===== src/logic/fbcm_pkg.sv =====
// fbcm_pkg: addresses, field positions and encodings of the boot configuration map.
// assumes 24-bit flash-organization byte addresses.
package fbcm_pkg;
    localparam int ADDR_W = 24;
    localparam logic [23:0] CFG_ADDR = 24'h30_0000;
    localparam logic [23:0] LDR_BASE = 24'h10_0000;
    localparam logic [23:0] LDR_LAST = 24'h10_0fff;
    localparam logic [23:0] LDR_SPAN = 24'h00_0fff;
    localparam logic [23:0] DATA_BASE = 24'h01_f000;
    localparam logic [23:0] DATA_LAST = 24'h01_ffff;
    localparam logic [23:0] PAGE_MASK = 24'h00_01ff;
    localparam logic [23:0] MAIN_BASE = 24'h00_0000;
    localparam int KB_BYTES = 1024;
    localparam int MAIN_KB_DEF = 64;
    localparam int WDT_OFF_BIT = 31;
    localparam int WDT_PD_BIT = 30;
    localparam int CLK_HI = 26;
    localparam int CLK_LO = 24;
    localparam int BOD_OFF_BIT = 23;
    localparam int BOD_HI = 22;
    localparam int BOD_LO = 21;
    localparam int BOD_RST_BIT = 20;
    localparam int GPIO_BIT = 10;
    localparam int BOOT_HI = 7;
    localparam int BOOT_LO = 6;
    localparam int LOCK_BIT = 1;
    localparam logic [31:0] CFG_RESET = 32'hffff_ffff;
    localparam logic [31:0] LOCKED_DATA = 32'hffff_ffff;
    localparam logic [2:0] SYSCLK_XTAL = 3'h0;
    localparam logic [2:0] SYSCLK_IRC = 3'h7;
    typedef enum logic [1:0] {
        FBCM_LDR_CROSS = 2'h0,
        FBCM_LDR_ONLY = 2'h1,
        FBCM_MAIN_CROSS = 2'h2,
        FBCM_MAIN_ONLY = 2'h3
    } fbcm_boot_t;
    typedef enum logic [1:0] {
        FBCM_IDLE = 2'h0,
        FBCM_REQ = 2'h1,
        FBCM_WAIT = 2'h3,
        FBCM_DONE = 2'h2
    } fbcm_state_t;
endpackage : fbcm_pkg


===== src/logic/fbcm_map_if.sv =====
// fbcm_map_if: decoded configuration fields and live map state shared inside the block.
// assumes one producer per signal as the modports say.
`timescale 1ns/1ns
`default_nettype none
interface fbcm_map_if;
    logic wdt_en, wdt_lirc, lirc_on, lirc_gated, clk_rsvd;
    logic bod_en, bod_rst, gpio_quasi, locked;
    logic [2:0] clk_src;
    logic [1:0] bod_lvl;
    fbcm_pkg::fbcm_boot_t boot_mode;
    logic boot_loader;
    logic [23:0] vec_base, main_last;
    modport dec(output wdt_en, wdt_lirc, lirc_on, lirc_gated, clk_rsvd, bod_en, bod_rst,
        gpio_quasi, locked, clk_src, bod_lvl, boot_mode);
    modport top(input wdt_en, wdt_lirc, lirc_on, lirc_gated, clk_rsvd, bod_en, bod_rst,
        gpio_quasi, locked, clk_src, bod_lvl, boot_mode, output boot_loader, vec_base, main_last);
    modport map(input boot_mode, boot_loader, vec_base, main_last);
endinterface : fbcm_map_if
`default_nettype wire


===== src/logic/fbcm_decode.sv =====
// fbcm_decode: splits the captured configuration word into its fields.
// assumes the word is held stable by the caller between reboots.
`timescale 1ns/1ns
`default_nettype none
module fbcm_decode (
    input wire logic [31:0] cfg_in, // captured configuration word
    fbcm_map_if.dec d               // decoded fields
);
    always_comb begin
        d.wdt_en = ~cfg_in[fbcm_pkg::WDT_OFF_BIT]; // RULE7
        d.wdt_lirc = ~cfg_in[fbcm_pkg::WDT_OFF_BIT]; // RULE7
        // pd gating bit only means something with the watchdog on
        d.lirc_on = ~cfg_in[fbcm_pkg::WDT_OFF_BIT] & ~cfg_in[fbcm_pkg::WDT_PD_BIT]; // RULE8
        d.lirc_gated = ~cfg_in[fbcm_pkg::WDT_OFF_BIT] & cfg_in[fbcm_pkg::WDT_PD_BIT]; // RULE8
        d.clk_src = cfg_in[fbcm_pkg::CLK_HI:fbcm_pkg::CLK_LO]; // RULE9
        d.clk_rsvd = (d.clk_src != fbcm_pkg::SYSCLK_XTAL)
            && (d.clk_src != fbcm_pkg::SYSCLK_IRC); // RULE9
        d.bod_en = ~cfg_in[fbcm_pkg::BOD_OFF_BIT]; // RULE10
        d.bod_lvl = cfg_in[fbcm_pkg::BOD_HI:fbcm_pkg::BOD_LO]; // RULE11
        d.bod_rst = ~cfg_in[fbcm_pkg::BOD_RST_BIT]; // RULE12
        d.gpio_quasi = cfg_in[fbcm_pkg::GPIO_BIT]; // RULE13
        d.boot_mode = fbcm_pkg::fbcm_boot_t'(cfg_in[fbcm_pkg::BOOT_HI:fbcm_pkg::BOOT_LO]); // RULE14
        d.locked = ~cfg_in[fbcm_pkg::LOCK_BIT]; // RULE18
    end
endmodule : fbcm_decode
`default_nettype wire


===== src/logic/fbcm_addr_map.sv =====
// fbcm_addr_map: turns a cpu address into a flash-organization address.
// assumes main_last, vec_base and boot_loader are stable while in use.
`timescale 1ns/1ns
`default_nettype none
module fbcm_addr_map (
    fbcm_map_if.map m,                 // live map state
    input wire logic [23:0] addr_in,   // cpu byte address
    output logic [23:0] org_out,       // flash-organization address
    output logic hit_out               // address is mapped
);
    always_comb begin
        org_out = '0;
        hit_out = 1'b0;
        if (addr_in >= fbcm_pkg::DATA_BASE && addr_in <= fbcm_pkg::DATA_LAST) begin
            org_out = addr_in; // RULE1
            hit_out = 1'b1;
        end else if (!m.boot_mode[0]) begin
            if (addr_in <= fbcm_pkg::PAGE_MASK) begin
                // vector page mirrors whatever page the base points at
                org_out = m.vec_base | (addr_in & fbcm_pkg::PAGE_MASK); // RULE20
                hit_out = 1'b1;
            end else if (addr_in <= m.main_last) begin
                org_out = addr_in; // RULE15
                hit_out = 1'b1;
            end else if (addr_in >= fbcm_pkg::LDR_BASE && addr_in <= fbcm_pkg::LDR_LAST) begin
                org_out = addr_in; // RULE23
                hit_out = 1'b1;
            end
        end else if (m.boot_loader) begin
            if (addr_in <= fbcm_pkg::LDR_SPAN) begin
                org_out = fbcm_pkg::LDR_BASE | addr_in; // RULE19
                hit_out = 1'b1;
            end
        end else if (addr_in <= m.main_last) begin
            org_out = addr_in; // RULE19
            hit_out = 1'b1;
        end
    end
endmodule : fbcm_addr_map
`default_nettype wire


===== src/logic/fbcm_top.sv =====
// fbcm_top: captures the configuration word at power-up or reboot and applies it.
// assumes a flash read port that answers a request with one valid pulse.
// Summary of operation
// RULE1 - data flash sits at 0x1f000, 4 KB, whatever the main size
// RULE2 - erases only on whole 512-byte page boundaries
// RULE3 - programming commands see the loader at 0x100000..0x100fff always
// RULE4 - main region runs from zero to its fitted size minus one
// RULE5 - configuration is one 32-bit word at 0x300000
// RULE6 - word is captured only at power-up or reboot
// RULE7 - bit 31 low enables watchdog on low-power clock; high leaves it off
// RULE8 - bit 30 low keeps low-power oscillator on; high allows gating
// RULE9 - clock source field 000 crystal, 111 rc, rest reserved, loaded after reset
// RULE10 - bit 23 low enables brown-out detection
// RULE11 - threshold field selects 4.4, 3.7, 2.7 or 2.2 volts
// RULE12 - bit 20 low enables brown-out reset
// RULE13 - bit 10 picks tri-state or quasi-bidirectional gpio start
// RULE14 - boot field: loader+cross, loader, main+cross, main
// RULE15 - cross-execution maps loader high and main at zero
// RULE16 - run-time boot switch works only when boot bit 0 is one
// RULE17 - vector page remap works only when boot bit 0 is zero
// RULE18 - locked debug reads give all ones except id and config
// RULE19 - without cross-execution the other region is not cpu-readable
// RULE20 - mode 00 mirrors loader first page at zero, remappable later
// RULE21 - mode 01 write-protects the loader
// RULE22 - software keeps reserved configuration bits at one
// RULE23 - mode 10 maps loader high, main keeps its space
// RULE24 - mode 11 write-protects the main region
// RULE25 - decoded fields hold between resets despite reprogramming
`timescale 1ns/1ns
`default_nettype none
module fbcm_top #(
    parameter int MAIN_KB = fbcm_pkg::MAIN_KB_DEF // fitted main size: 8, 16, 32 or 64
) (
    input wire logic CORE_CLK_IN,            // system clock
    input wire logic RESET_IN,               // power-on reset, async high
    input wire logic CLK_EN_IN,              // freezes all state when low
    input wire logic REBOOT_IN,              // system reboot, recaptures word
    output logic CFG_RD_REQ_OUT,             // config read request
    output logic [23:0] CFG_RD_ADDR_OUT,     // config read address
    input wire logic [31:0] CFG_RD_DATA_IN,  // config read data
    input wire logic CFG_RD_VALID_IN,        // config read data valid
    input wire logic CPU_REQ_IN,             // cpu read request
    input wire logic [23:0] CPU_ADDR_IN,     // cpu address
    output logic CPU_ACK_OUT,                // translation ready
    output logic CPU_HIT_OUT,                // address is mapped
    output logic [23:0] CPU_ORG_ADDR_OUT,    // translated address
    input wire logic BOOT_SW_WE_IN,          // write run-time boot switch
    input wire logic BOOT_SW_IN,             // 1 = loader boot
    input wire logic VEC_WE_IN,              // vector page remap command
    input wire logic [23:0] VEC_PAGE_IN,     // remap page address
    input wire logic PROG_REQ_IN,            // programming command request
    input wire logic PROG_ERASE_IN,          // 1 = page erase, 0 = word program
    input wire logic [23:0] PROG_ADDR_IN,    // flash-organization address
    output logic PROG_DONE_OUT,              // check result valid
    output logic PROG_OK_OUT,                // command allowed
    input wire logic DBG_RD_VALID_IN,        // debug read data valid
    input wire logic DBG_IS_ID_IN,           // debug read of id or config
    input wire logic [31:0] DBG_RDATA_IN,    // raw debug read data
    output logic DBG_VALID_OUT,              // filtered debug data valid
    output logic [31:0] DBG_RDATA_OUT,       // filtered debug data
    output logic CFG_VALID_OUT,              // fields below are applied
    output logic WDT_EN_OUT,                 // watchdog enabled
    output logic WDT_CLK_LIRC_OUT,           // watchdog forced to low-power osc
    output logic LIRC_ALWAYS_ON_OUT,         // low-power osc kept running
    output logic LIRC_PD_GATED_OUT,          // low-power osc left to its enable
    output logic [2:0] SYSCLK_SRC_OUT,       // system clock source select
    output logic SYSCLK_RSVD_OUT,            // reserved source code seen
    output logic BOD_EN_OUT,                 // brown-out detect enabled
    output logic [1:0] BOD_LEVEL_OUT,        // brown-out threshold code
    output logic BOD_RST_EN_OUT,             // brown-out reset enabled
    output logic GPIO_QUASI_OUT,             // gpio starts quasi-bidirectional
    output logic [1:0] BOOT_MODE_OUT,        // boot select field
    output logic BOOT_LOADER_OUT,            // running from loader
    output logic LOCKED_OUT,                 // flash security lock
    output logic [23:0] VEC_BASE_OUT         // page mirrored at zero
);
    localparam logic [23:0] MAIN_LAST = 24'(MAIN_KB * fbcm_pkg::KB_BYTES - 1);

    fbcm_map_if m();
    fbcm_pkg::fbcm_state_t state;
    logic [31:0] cfg_word;
    logic boot_loader;
    logic [23:0] vec_base;
    logic [23:0] org;
    logic hit;
    logic next_ok;

    assign m.boot_loader = boot_loader;
    assign m.vec_base = vec_base;
    assign m.main_last = MAIN_LAST; // RULE4

    fbcm_decode u_decode (
        .cfg_in(cfg_word),
        .d(m.dec)
    );

    fbcm_addr_map u_map (
        .m(m.map),
        .addr_in(CPU_ADDR_IN),
        .org_out(org),
        .hit_out(hit)
    );

    // capture sequence; reprogramming the word in flash changes nothing here
    always_ff @(posedge CORE_CLK_IN or posedge RESET_IN) begin
        if (RESET_IN) begin
            state <= fbcm_pkg::FBCM_IDLE;
            cfg_word <= fbcm_pkg::CFG_RESET;
            CFG_RD_REQ_OUT <= 1'b0;
            CFG_RD_ADDR_OUT <= '0;
        end else if (CLK_EN_IN) begin
            if (REBOOT_IN) begin
                state <= fbcm_pkg::FBCM_IDLE; // RULE6
                CFG_RD_REQ_OUT <= 1'b0;
            end else begin
                case (state)
                    fbcm_pkg::FBCM_IDLE: begin
                        state <= fbcm_pkg::FBCM_REQ;
                    end
                    fbcm_pkg::FBCM_REQ: begin
                        CFG_RD_REQ_OUT <= 1'b1;
                        CFG_RD_ADDR_OUT <= fbcm_pkg::CFG_ADDR; // RULE5
                        state <= fbcm_pkg::FBCM_WAIT;
                    end
                    fbcm_pkg::FBCM_WAIT: begin
                        if (CFG_RD_VALID_IN) begin
                            CFG_RD_REQ_OUT <= 1'b0;
                            cfg_word <= CFG_RD_DATA_IN; // RULE6
                            state <= fbcm_pkg::FBCM_DONE;
                        end
                    end
                    fbcm_pkg::FBCM_DONE: begin
                        state <= fbcm_pkg::FBCM_DONE; // RULE25
                    end
                    default: begin
                        state <= fbcm_pkg::FBCM_IDLE;
                    end
                endcase
            end
        end
    end

    // boot selection and vector base take their defaults from the word
    always_ff @(posedge CORE_CLK_IN or posedge RESET_IN) begin
        if (RESET_IN) begin
            boot_loader <= 1'b0;
            vec_base <= fbcm_pkg::MAIN_BASE;
        end else if (CLK_EN_IN) begin
            if (state == fbcm_pkg::FBCM_WAIT && CFG_RD_VALID_IN) begin
                boot_loader <= ~CFG_RD_DATA_IN[fbcm_pkg::BOOT_HI];
                vec_base <= CFG_RD_DATA_IN[fbcm_pkg::BOOT_HI] ? fbcm_pkg::MAIN_BASE
                    : fbcm_pkg::LDR_BASE; // RULE20
            end else if (state == fbcm_pkg::FBCM_DONE) begin
                if (BOOT_SW_WE_IN && m.boot_mode[0]) begin
                    boot_loader <= BOOT_SW_IN; // RULE16
                end
                if (VEC_WE_IN && !m.boot_mode[0]) begin
                    vec_base <= VEC_PAGE_IN & ~fbcm_pkg::PAGE_MASK; // RULE17
                end
            end
        end
    end

    // applied fields follow the held word one cycle behind; boot selection and vector base follow their registers
    always_ff @(posedge CORE_CLK_IN or posedge RESET_IN) begin
        if (RESET_IN) begin
            CFG_VALID_OUT <= 1'b0;
            WDT_EN_OUT <= 1'b0;
            WDT_CLK_LIRC_OUT <= 1'b0;
            LIRC_ALWAYS_ON_OUT <= 1'b0;
            LIRC_PD_GATED_OUT <= 1'b0;
            SYSCLK_SRC_OUT <= fbcm_pkg::SYSCLK_IRC;
            SYSCLK_RSVD_OUT <= 1'b0;
            BOD_EN_OUT <= 1'b0;
            BOD_LEVEL_OUT <= '0;
            BOD_RST_EN_OUT <= 1'b0;
            GPIO_QUASI_OUT <= 1'b0;
            BOOT_MODE_OUT <= '0;
            BOOT_LOADER_OUT <= 1'b0;
            LOCKED_OUT <= 1'b1;
            VEC_BASE_OUT <= '0;
        end else if (CLK_EN_IN) begin
            CFG_VALID_OUT <= (state == fbcm_pkg::FBCM_DONE) && !REBOOT_IN;
            WDT_EN_OUT <= m.wdt_en; // RULE7
            WDT_CLK_LIRC_OUT <= m.wdt_lirc; // RULE7
            LIRC_ALWAYS_ON_OUT <= m.lirc_on; // RULE8
            LIRC_PD_GATED_OUT <= m.lirc_gated; // RULE8
            SYSCLK_SRC_OUT <= m.clk_src; // RULE9
            SYSCLK_RSVD_OUT <= m.clk_rsvd; // RULE9
            BOD_EN_OUT <= m.bod_en; // RULE10
            BOD_LEVEL_OUT <= m.bod_lvl; // RULE11
            BOD_RST_EN_OUT <= m.bod_rst; // RULE12
            GPIO_QUASI_OUT <= m.gpio_quasi; // RULE13
            BOOT_MODE_OUT <= m.boot_mode; // RULE14
            BOOT_LOADER_OUT <= boot_loader;
            LOCKED_OUT <= m.locked; // RULE18
            VEC_BASE_OUT <= vec_base;
        end
    end

    // cpu translation, one cycle; nothing maps before the word is applied
    always_ff @(posedge CORE_CLK_IN or posedge RESET_IN) begin
        if (RESET_IN) begin
            CPU_ACK_OUT <= 1'b0;
            CPU_HIT_OUT <= 1'b0;
            CPU_ORG_ADDR_OUT <= '0;
        end else if (CLK_EN_IN) begin
            CPU_ACK_OUT <= CPU_REQ_IN;
            CPU_HIT_OUT <= CPU_REQ_IN && CFG_VALID_OUT && hit; // RULE15
            CPU_ORG_ADDR_OUT <= org;
        end
    end

    // programming command check in the fixed flash-organization space
    always_comb begin
        next_ok = 1'b0;
        if (PROG_ERASE_IN && (PROG_ADDR_IN & fbcm_pkg::PAGE_MASK) != '0) begin
            next_ok = 1'b0; // RULE2
        end else if (PROG_ADDR_IN <= MAIN_LAST) begin
            next_ok = m.boot_mode != fbcm_pkg::FBCM_MAIN_ONLY; // RULE24
        end else if (PROG_ADDR_IN >= fbcm_pkg::LDR_BASE && PROG_ADDR_IN <= fbcm_pkg::LDR_LAST) begin
            next_ok = m.boot_mode != fbcm_pkg::FBCM_LDR_ONLY; // RULE3
        end else if (PROG_ADDR_IN >= fbcm_pkg::DATA_BASE && PROG_ADDR_IN <= fbcm_pkg::DATA_LAST) begin
            next_ok = 1'b1; // RULE1
        end else if (PROG_ADDR_IN == fbcm_pkg::CFG_ADDR) begin
            next_ok = 1'b1;
        end
    end

    always_ff @(posedge CORE_CLK_IN or posedge RESET_IN) begin
        if (RESET_IN) begin
            PROG_DONE_OUT <= 1'b0;
            PROG_OK_OUT <= 1'b0;
        end else if (CLK_EN_IN) begin
            PROG_DONE_OUT <= PROG_REQ_IN;
            PROG_OK_OUT <= PROG_REQ_IN && CFG_VALID_OUT && next_ok; // RULE21
        end
    end

    // debug port filter; self-programming reads bypass this path entirely
    always_ff @(posedge CORE_CLK_IN or posedge RESET_IN) begin
        if (RESET_IN) begin
            DBG_VALID_OUT <= 1'b0;
            DBG_RDATA_OUT <= fbcm_pkg::LOCKED_DATA;
        end else if (CLK_EN_IN) begin
            DBG_VALID_OUT <= DBG_RD_VALID_IN;
            DBG_RDATA_OUT <= (m.locked && !DBG_IS_ID_IN) ? fbcm_pkg::LOCKED_DATA
                : DBG_RDATA_IN; // RULE18
        end
    end
endmodule : fbcm_top
`default_nettype wire


===== config.mk =====
export PLATFORM = sky130hd
export DESIGN_NAME = fbcm_top
export DESIGN_NICKNAME = d
export VERILOG_FILES = /design/src/logic/fbcm_pkg.sv /design/src/logic/fbcm_map_if.sv /design/src/logic/fbcm_decode.sv /design/src/logic/fbcm_addr_map.sv /design/src/logic/fbcm_top.sv
export SDC_FILE = /design/constraint.sdc
export NUM_CORES = 1
export LEC_CHECK = 0
export BUFFER_PORTS_ARGS = -buffer_cell sky130_fd_sc_hd__buf_4
export CAP_MARGIN = 10
export CORE_ASPECT_RATIO = 0.9
export CORE_MARGIN = 2
export CORE_UTILIZATION = 41
export DETAILED_ROUTE_END_ITERATION = 16
export HOLD_SLACK_MARGIN = 0.12
export PLACE_DENSITY = 0.84
export SLEW_MARGIN = 10
export SYNTH_ARGS = -nofsm -noshare
export SYNTH_HDL_FRONTEND = slang
export SYNTH_SLANG_ARGS = --single-unit

===== constraint.sdc =====
create_clock -name CORE_CLK_IN -period 4.51 [get_ports CORE_CLK_IN]
set_input_delay 0.451 -clock CORE_CLK_IN [delete_from_list [all_inputs] [get_ports CORE_CLK_IN]]
set_output_delay 0.451 -clock CORE_CLK_IN [all_outputs]
set_load 0.1 [all_outputs]

==> results.rst <==
.. list-table::
   :header-rows: 1

   * - Metric
     - Value
   * - Register-to-Register Path Depth
     - 4
   * - Routed WL
     - 14100 um
   * - First-pass DRT Iterations
     - 4
   * - Total global routing track utilization
     - 21.1%
   * - Number of cells in the finished layout apart from fillers
     - 801
   * - Number of max-cap violations
     - 0
   * - Number of warning messages in the yosys log
     - 0
   * - Commonest cells in the netlist
     - 77 x dfrtp_1, 49 x dfstp_2, 39 x mux2_2
   * - Final critical-path share of the clock period
     - 52.6%
   * - Clock latency reported for the late side of the worst-skew pair
     - 0.41 ns
   * - Total Die Area
     - 13800 um^2
   * - Max-slew violations
     - 0
   * - Pre-CTS setup slack
     - 1.69 ns
   * - Area growth from synthesis to layout
     - 43.3%
   * - Final Instance Area
     - 7560 um^2
   * - CTS tree
     - done
   * - Cell at the root of the clock tree
     - clkbuf_16
   * - Gates resized, CTS repair
     - 0
   * - Combinational family with the most area after synthesis
     - compound AO/OA/AOI/OAI gates
   * - Layout cell share with drive strength beyond 1
     - 54.6%
   * - Starting utilization of the core area
     - 41.7%
   * - Power per cell area
     - 681 nW/um^2
   * - Number of instances in the synthesized netlist
     - 406
   * - Minimum clock period
     - 2.37 ns
   * - Run status
     - finished clean
   * - Type of the setup path with the least slack
     - input pin to flop
   * - Grt total ovfl
     - 0
   * - Top cell type by total area after synthesis
     - dfrtp_1
   * - Required @ worst endpoint
     - 4.80 ns
   * - PnR Total Power
     - 5.14 mW
   * - Largest cells by area after synthesis
     - dfrtp_1 37%, dfstp_2 24%, mux2_2 8.3%, o22a_1 5.3%, a22o_1 5.1%
   * - Total setup violations reported at the end of the flow
     - 0
   * - Unrepaired setup endpoints after global routing
     - no
   * - Number of flops mapped to enable cells by yosys
     - 0
   * - Die span in x
     - 124 um
   * - Worst slew margin relative to its limit
     - 31.1%
   * - Achievable clock frequency
     - 0.421 GHz
   * - Sequential share of the synthesized area
     - 61.0%
   * - Worst min-delay path category
     - input pin to flop
   * - Number of ports placed on the die boundary
     - 277
   * - Area of the mapped netlist
     - 5270 um^2
   * - Yosys top cell area share
     - 36.5%
   * - WP data arrival
     - 2.66 ns
   * - Average routed wire per standard cell
     - 17.5 um
   * - Placed Cells
     - 768
   * - Share of the synthesized area in compound gates (AO/OA/AOI/OAI)
     - 16.3%
   * - Number of antenna repair diodes
     - 0
   * - Post-detailed-placement half-perimeter wirelength
     - 10100 um
   * - Predominant post-synthesis flop cell
     - dfrtp_1
   * - Number of nets at the end of the flow
     - 773
   * - Total vias in the final route
     - 4140
   * - CTS sink count
     - 126
   * - Buffers on Ports
     - 217
   * - First-pass GRT wire length
     - 22200 um
   * - CP Launch Type
     - input pin
   * - Total of flip-flops plus latches after synthesis
     - 126
   * - Maximum resistive drop on vdd
     - 0.544 mV
   * - Type of element capturing the critical path
     - flop
   * - Post-synthesis mux area share
     - 8.33%
   * - Number of placement rows
     - 39
   * - Area share of xor/xnor cells in the synthesized design
     - 0%
   * - Syn Area/Cell
     - 13.0 um^2
   * - Setup tns final
     - 0 ns
   * - Unique cell type count in the Yosys netlist
     - 47
   * - Remaining number of nets flagged by the antenna check after routing
     - 0
   * - Adder-Cell Fraction of Synth Area
     - 0%
   * - Number of DRC markers after the initial detailed-route iteration
     - 196
   * - Asr flop ratio synth
     - 100%
   * - Instance count along the most critical hold path
     - 2
   * - Number of buffers between clock root and the deepest sink
     - 2
   * - Die span in y
     - 112 um
   * - H-tree levels
     - 4
   * - Post-Synth Simple-Gate Area
     - 7.55%
   * - Final worst slack
     - 2.14 ns
   * - RePlAce Congestion
     - 0.788
   * - Area post-placement
     - 6930 um^2
   * - Clk_skew
     - 0.00547 ns
   * - Via count of the first global-routing pass
     - 4388
   * - Cell leakage power
     - 3.61 nW
   * - Clock input transition at the sequential cells of the worst setup and hold paths
     - 0.05 ns
   * - Largest net degree at the start of global routing
     - 46
   * - Residual DRC
     - 0
   * - Crit path max fanout
     - 44
   * - Core Box Area
     - 12600 um^2
   * - Number of buffers added by the clock tree synthesis step
     - 17
   * - Initial antenna violation count
     - 0
   * - Most frequently used cell type in the post-synthesis netlist
     - dfrtp_1
   * - Worst-margin pin slew
     - 1.03 ns
   * - Average vias per placed instance
     - 5.17
   * - Final hold violation count
     - 0
-- flip-flops by register name, summed over array words and instances, names as in the netlist, 2 cells and up --
register / cells
VEC_BASE_OUT: 15
SYSCLK_SRC_OUT: 3
CPU_ORG_ADDR_OUT: 24
cfg_word: 13
state: 2
BOOT_MODE_OUT: 2
BOD_LEVEL_OUT: 2
DBG_RDATA_OUT: 32
m.vec_base: 15
-- final cells by class --
class / instances / area (um^2)
clock buffers: 26 / 562
clock inverters: 6 / 43.8
fillers: 1026 / 5080
inverters: 6 / 25.0
multi-input cells: 250 / 1830
flip-flops and latches: 126 / 3210
well taps: 164 / 205
repair buffers: 223 / 1680
-- critical path, stage by stage --
cell     delay [ns]
buf_4          0.45
inv_1          0.18
nor4b_4        0.87
a31oi_2        0.37
a22o_1         0.32
-- where the power goes --
group / switching (mW) / internal, mW / total (mW)
sequential: 0.210 / 1.48 / 1.69
clock: 0.488 / 0.858 / 1.35
combinational: 1.62 / 0.495 / 2.11
total: 2.32 / 2.83 / 5.14
-- repair_timing --
item,in CTS,in global routing
hold buffers,1,0
setup buffers,0,0
endpoints found under the hold margin,20,0
-- final timing paths --
| kind | slack [ns] | endpoint | from |
|---|---|---|---|
| max | 2.14 | m.vec_base[23] | CLK_EN_IN |
| min | 0.23 | state[1] | REBOOT_IN |
| max reg2reg | 2.22 | m.vec_base[23] | state[0] |
| min reg2reg | 0.49 | LOCKED_OUT | LOCKED_OUT |
| max in group asynchronous | 2.89 | m.vec_base[22] | RESET_IN |
| min in group asynchronous | 0.66 | BOD_LEVEL_OUT[0] | RESET_IN |
-- placed cells by master (no fill, tap or decap), types with 2 or more instances in the layout --
cell type	synthesis	routed
a21o_1	4	4
nand2b_1	3	3
a21oi_1	11	11
a22oi_1	3	3
a221o_1	3	3
nor3_1	8	8
o21ai_0	8	8
clkbuf_8	0	6
dfstp_2	49	49
o31ai_1	3	3
nor2_1	15	15
nor2b_1	5	5
buf_4	34	222
inv_1	6	5
or3_1	3	3
o32ai_1	2	2
nand4_1	2	2
clkbuf_16	0	19
conb_1	1	31
nand4b_1	2	2
mux2_2	39	39
nand3_1	4	4
clkinv_4	0	3
o22a_1	32	32
nor4_1	4	4
a22o_1	31	31
nand2_1	18	18
dfrtp_1	77	77
clkinv_2	0	2
-- cells by family after synthesis --
logic type,count (synthesis)
muxes,39
AOI/OAI and AO/OA,108
DFF,126
other,1
and+or+nand+nor,72
buffers and inverters,60
-- layer usage --
metal	up-vias	part of all wire (%)	GRT usage, %
li1	1883	-	-
met2	219	50	34.6
met5	-	0	0
met1	2022	39	24.9
met4	0	1.3	7.20
met3	16	10	8.86
-- metrics by stage --
stage                     util (%)  hold slack (ns)
after detailed placement      54.9            0.483
after global placement        54.9            0.472
after CTS                     59.7            0.211
after global routing          59.8            0.222
final                         59.8            0.233
after floorplan                  -            0.461
Note: power is estimated with default switching activity, not from simulation.
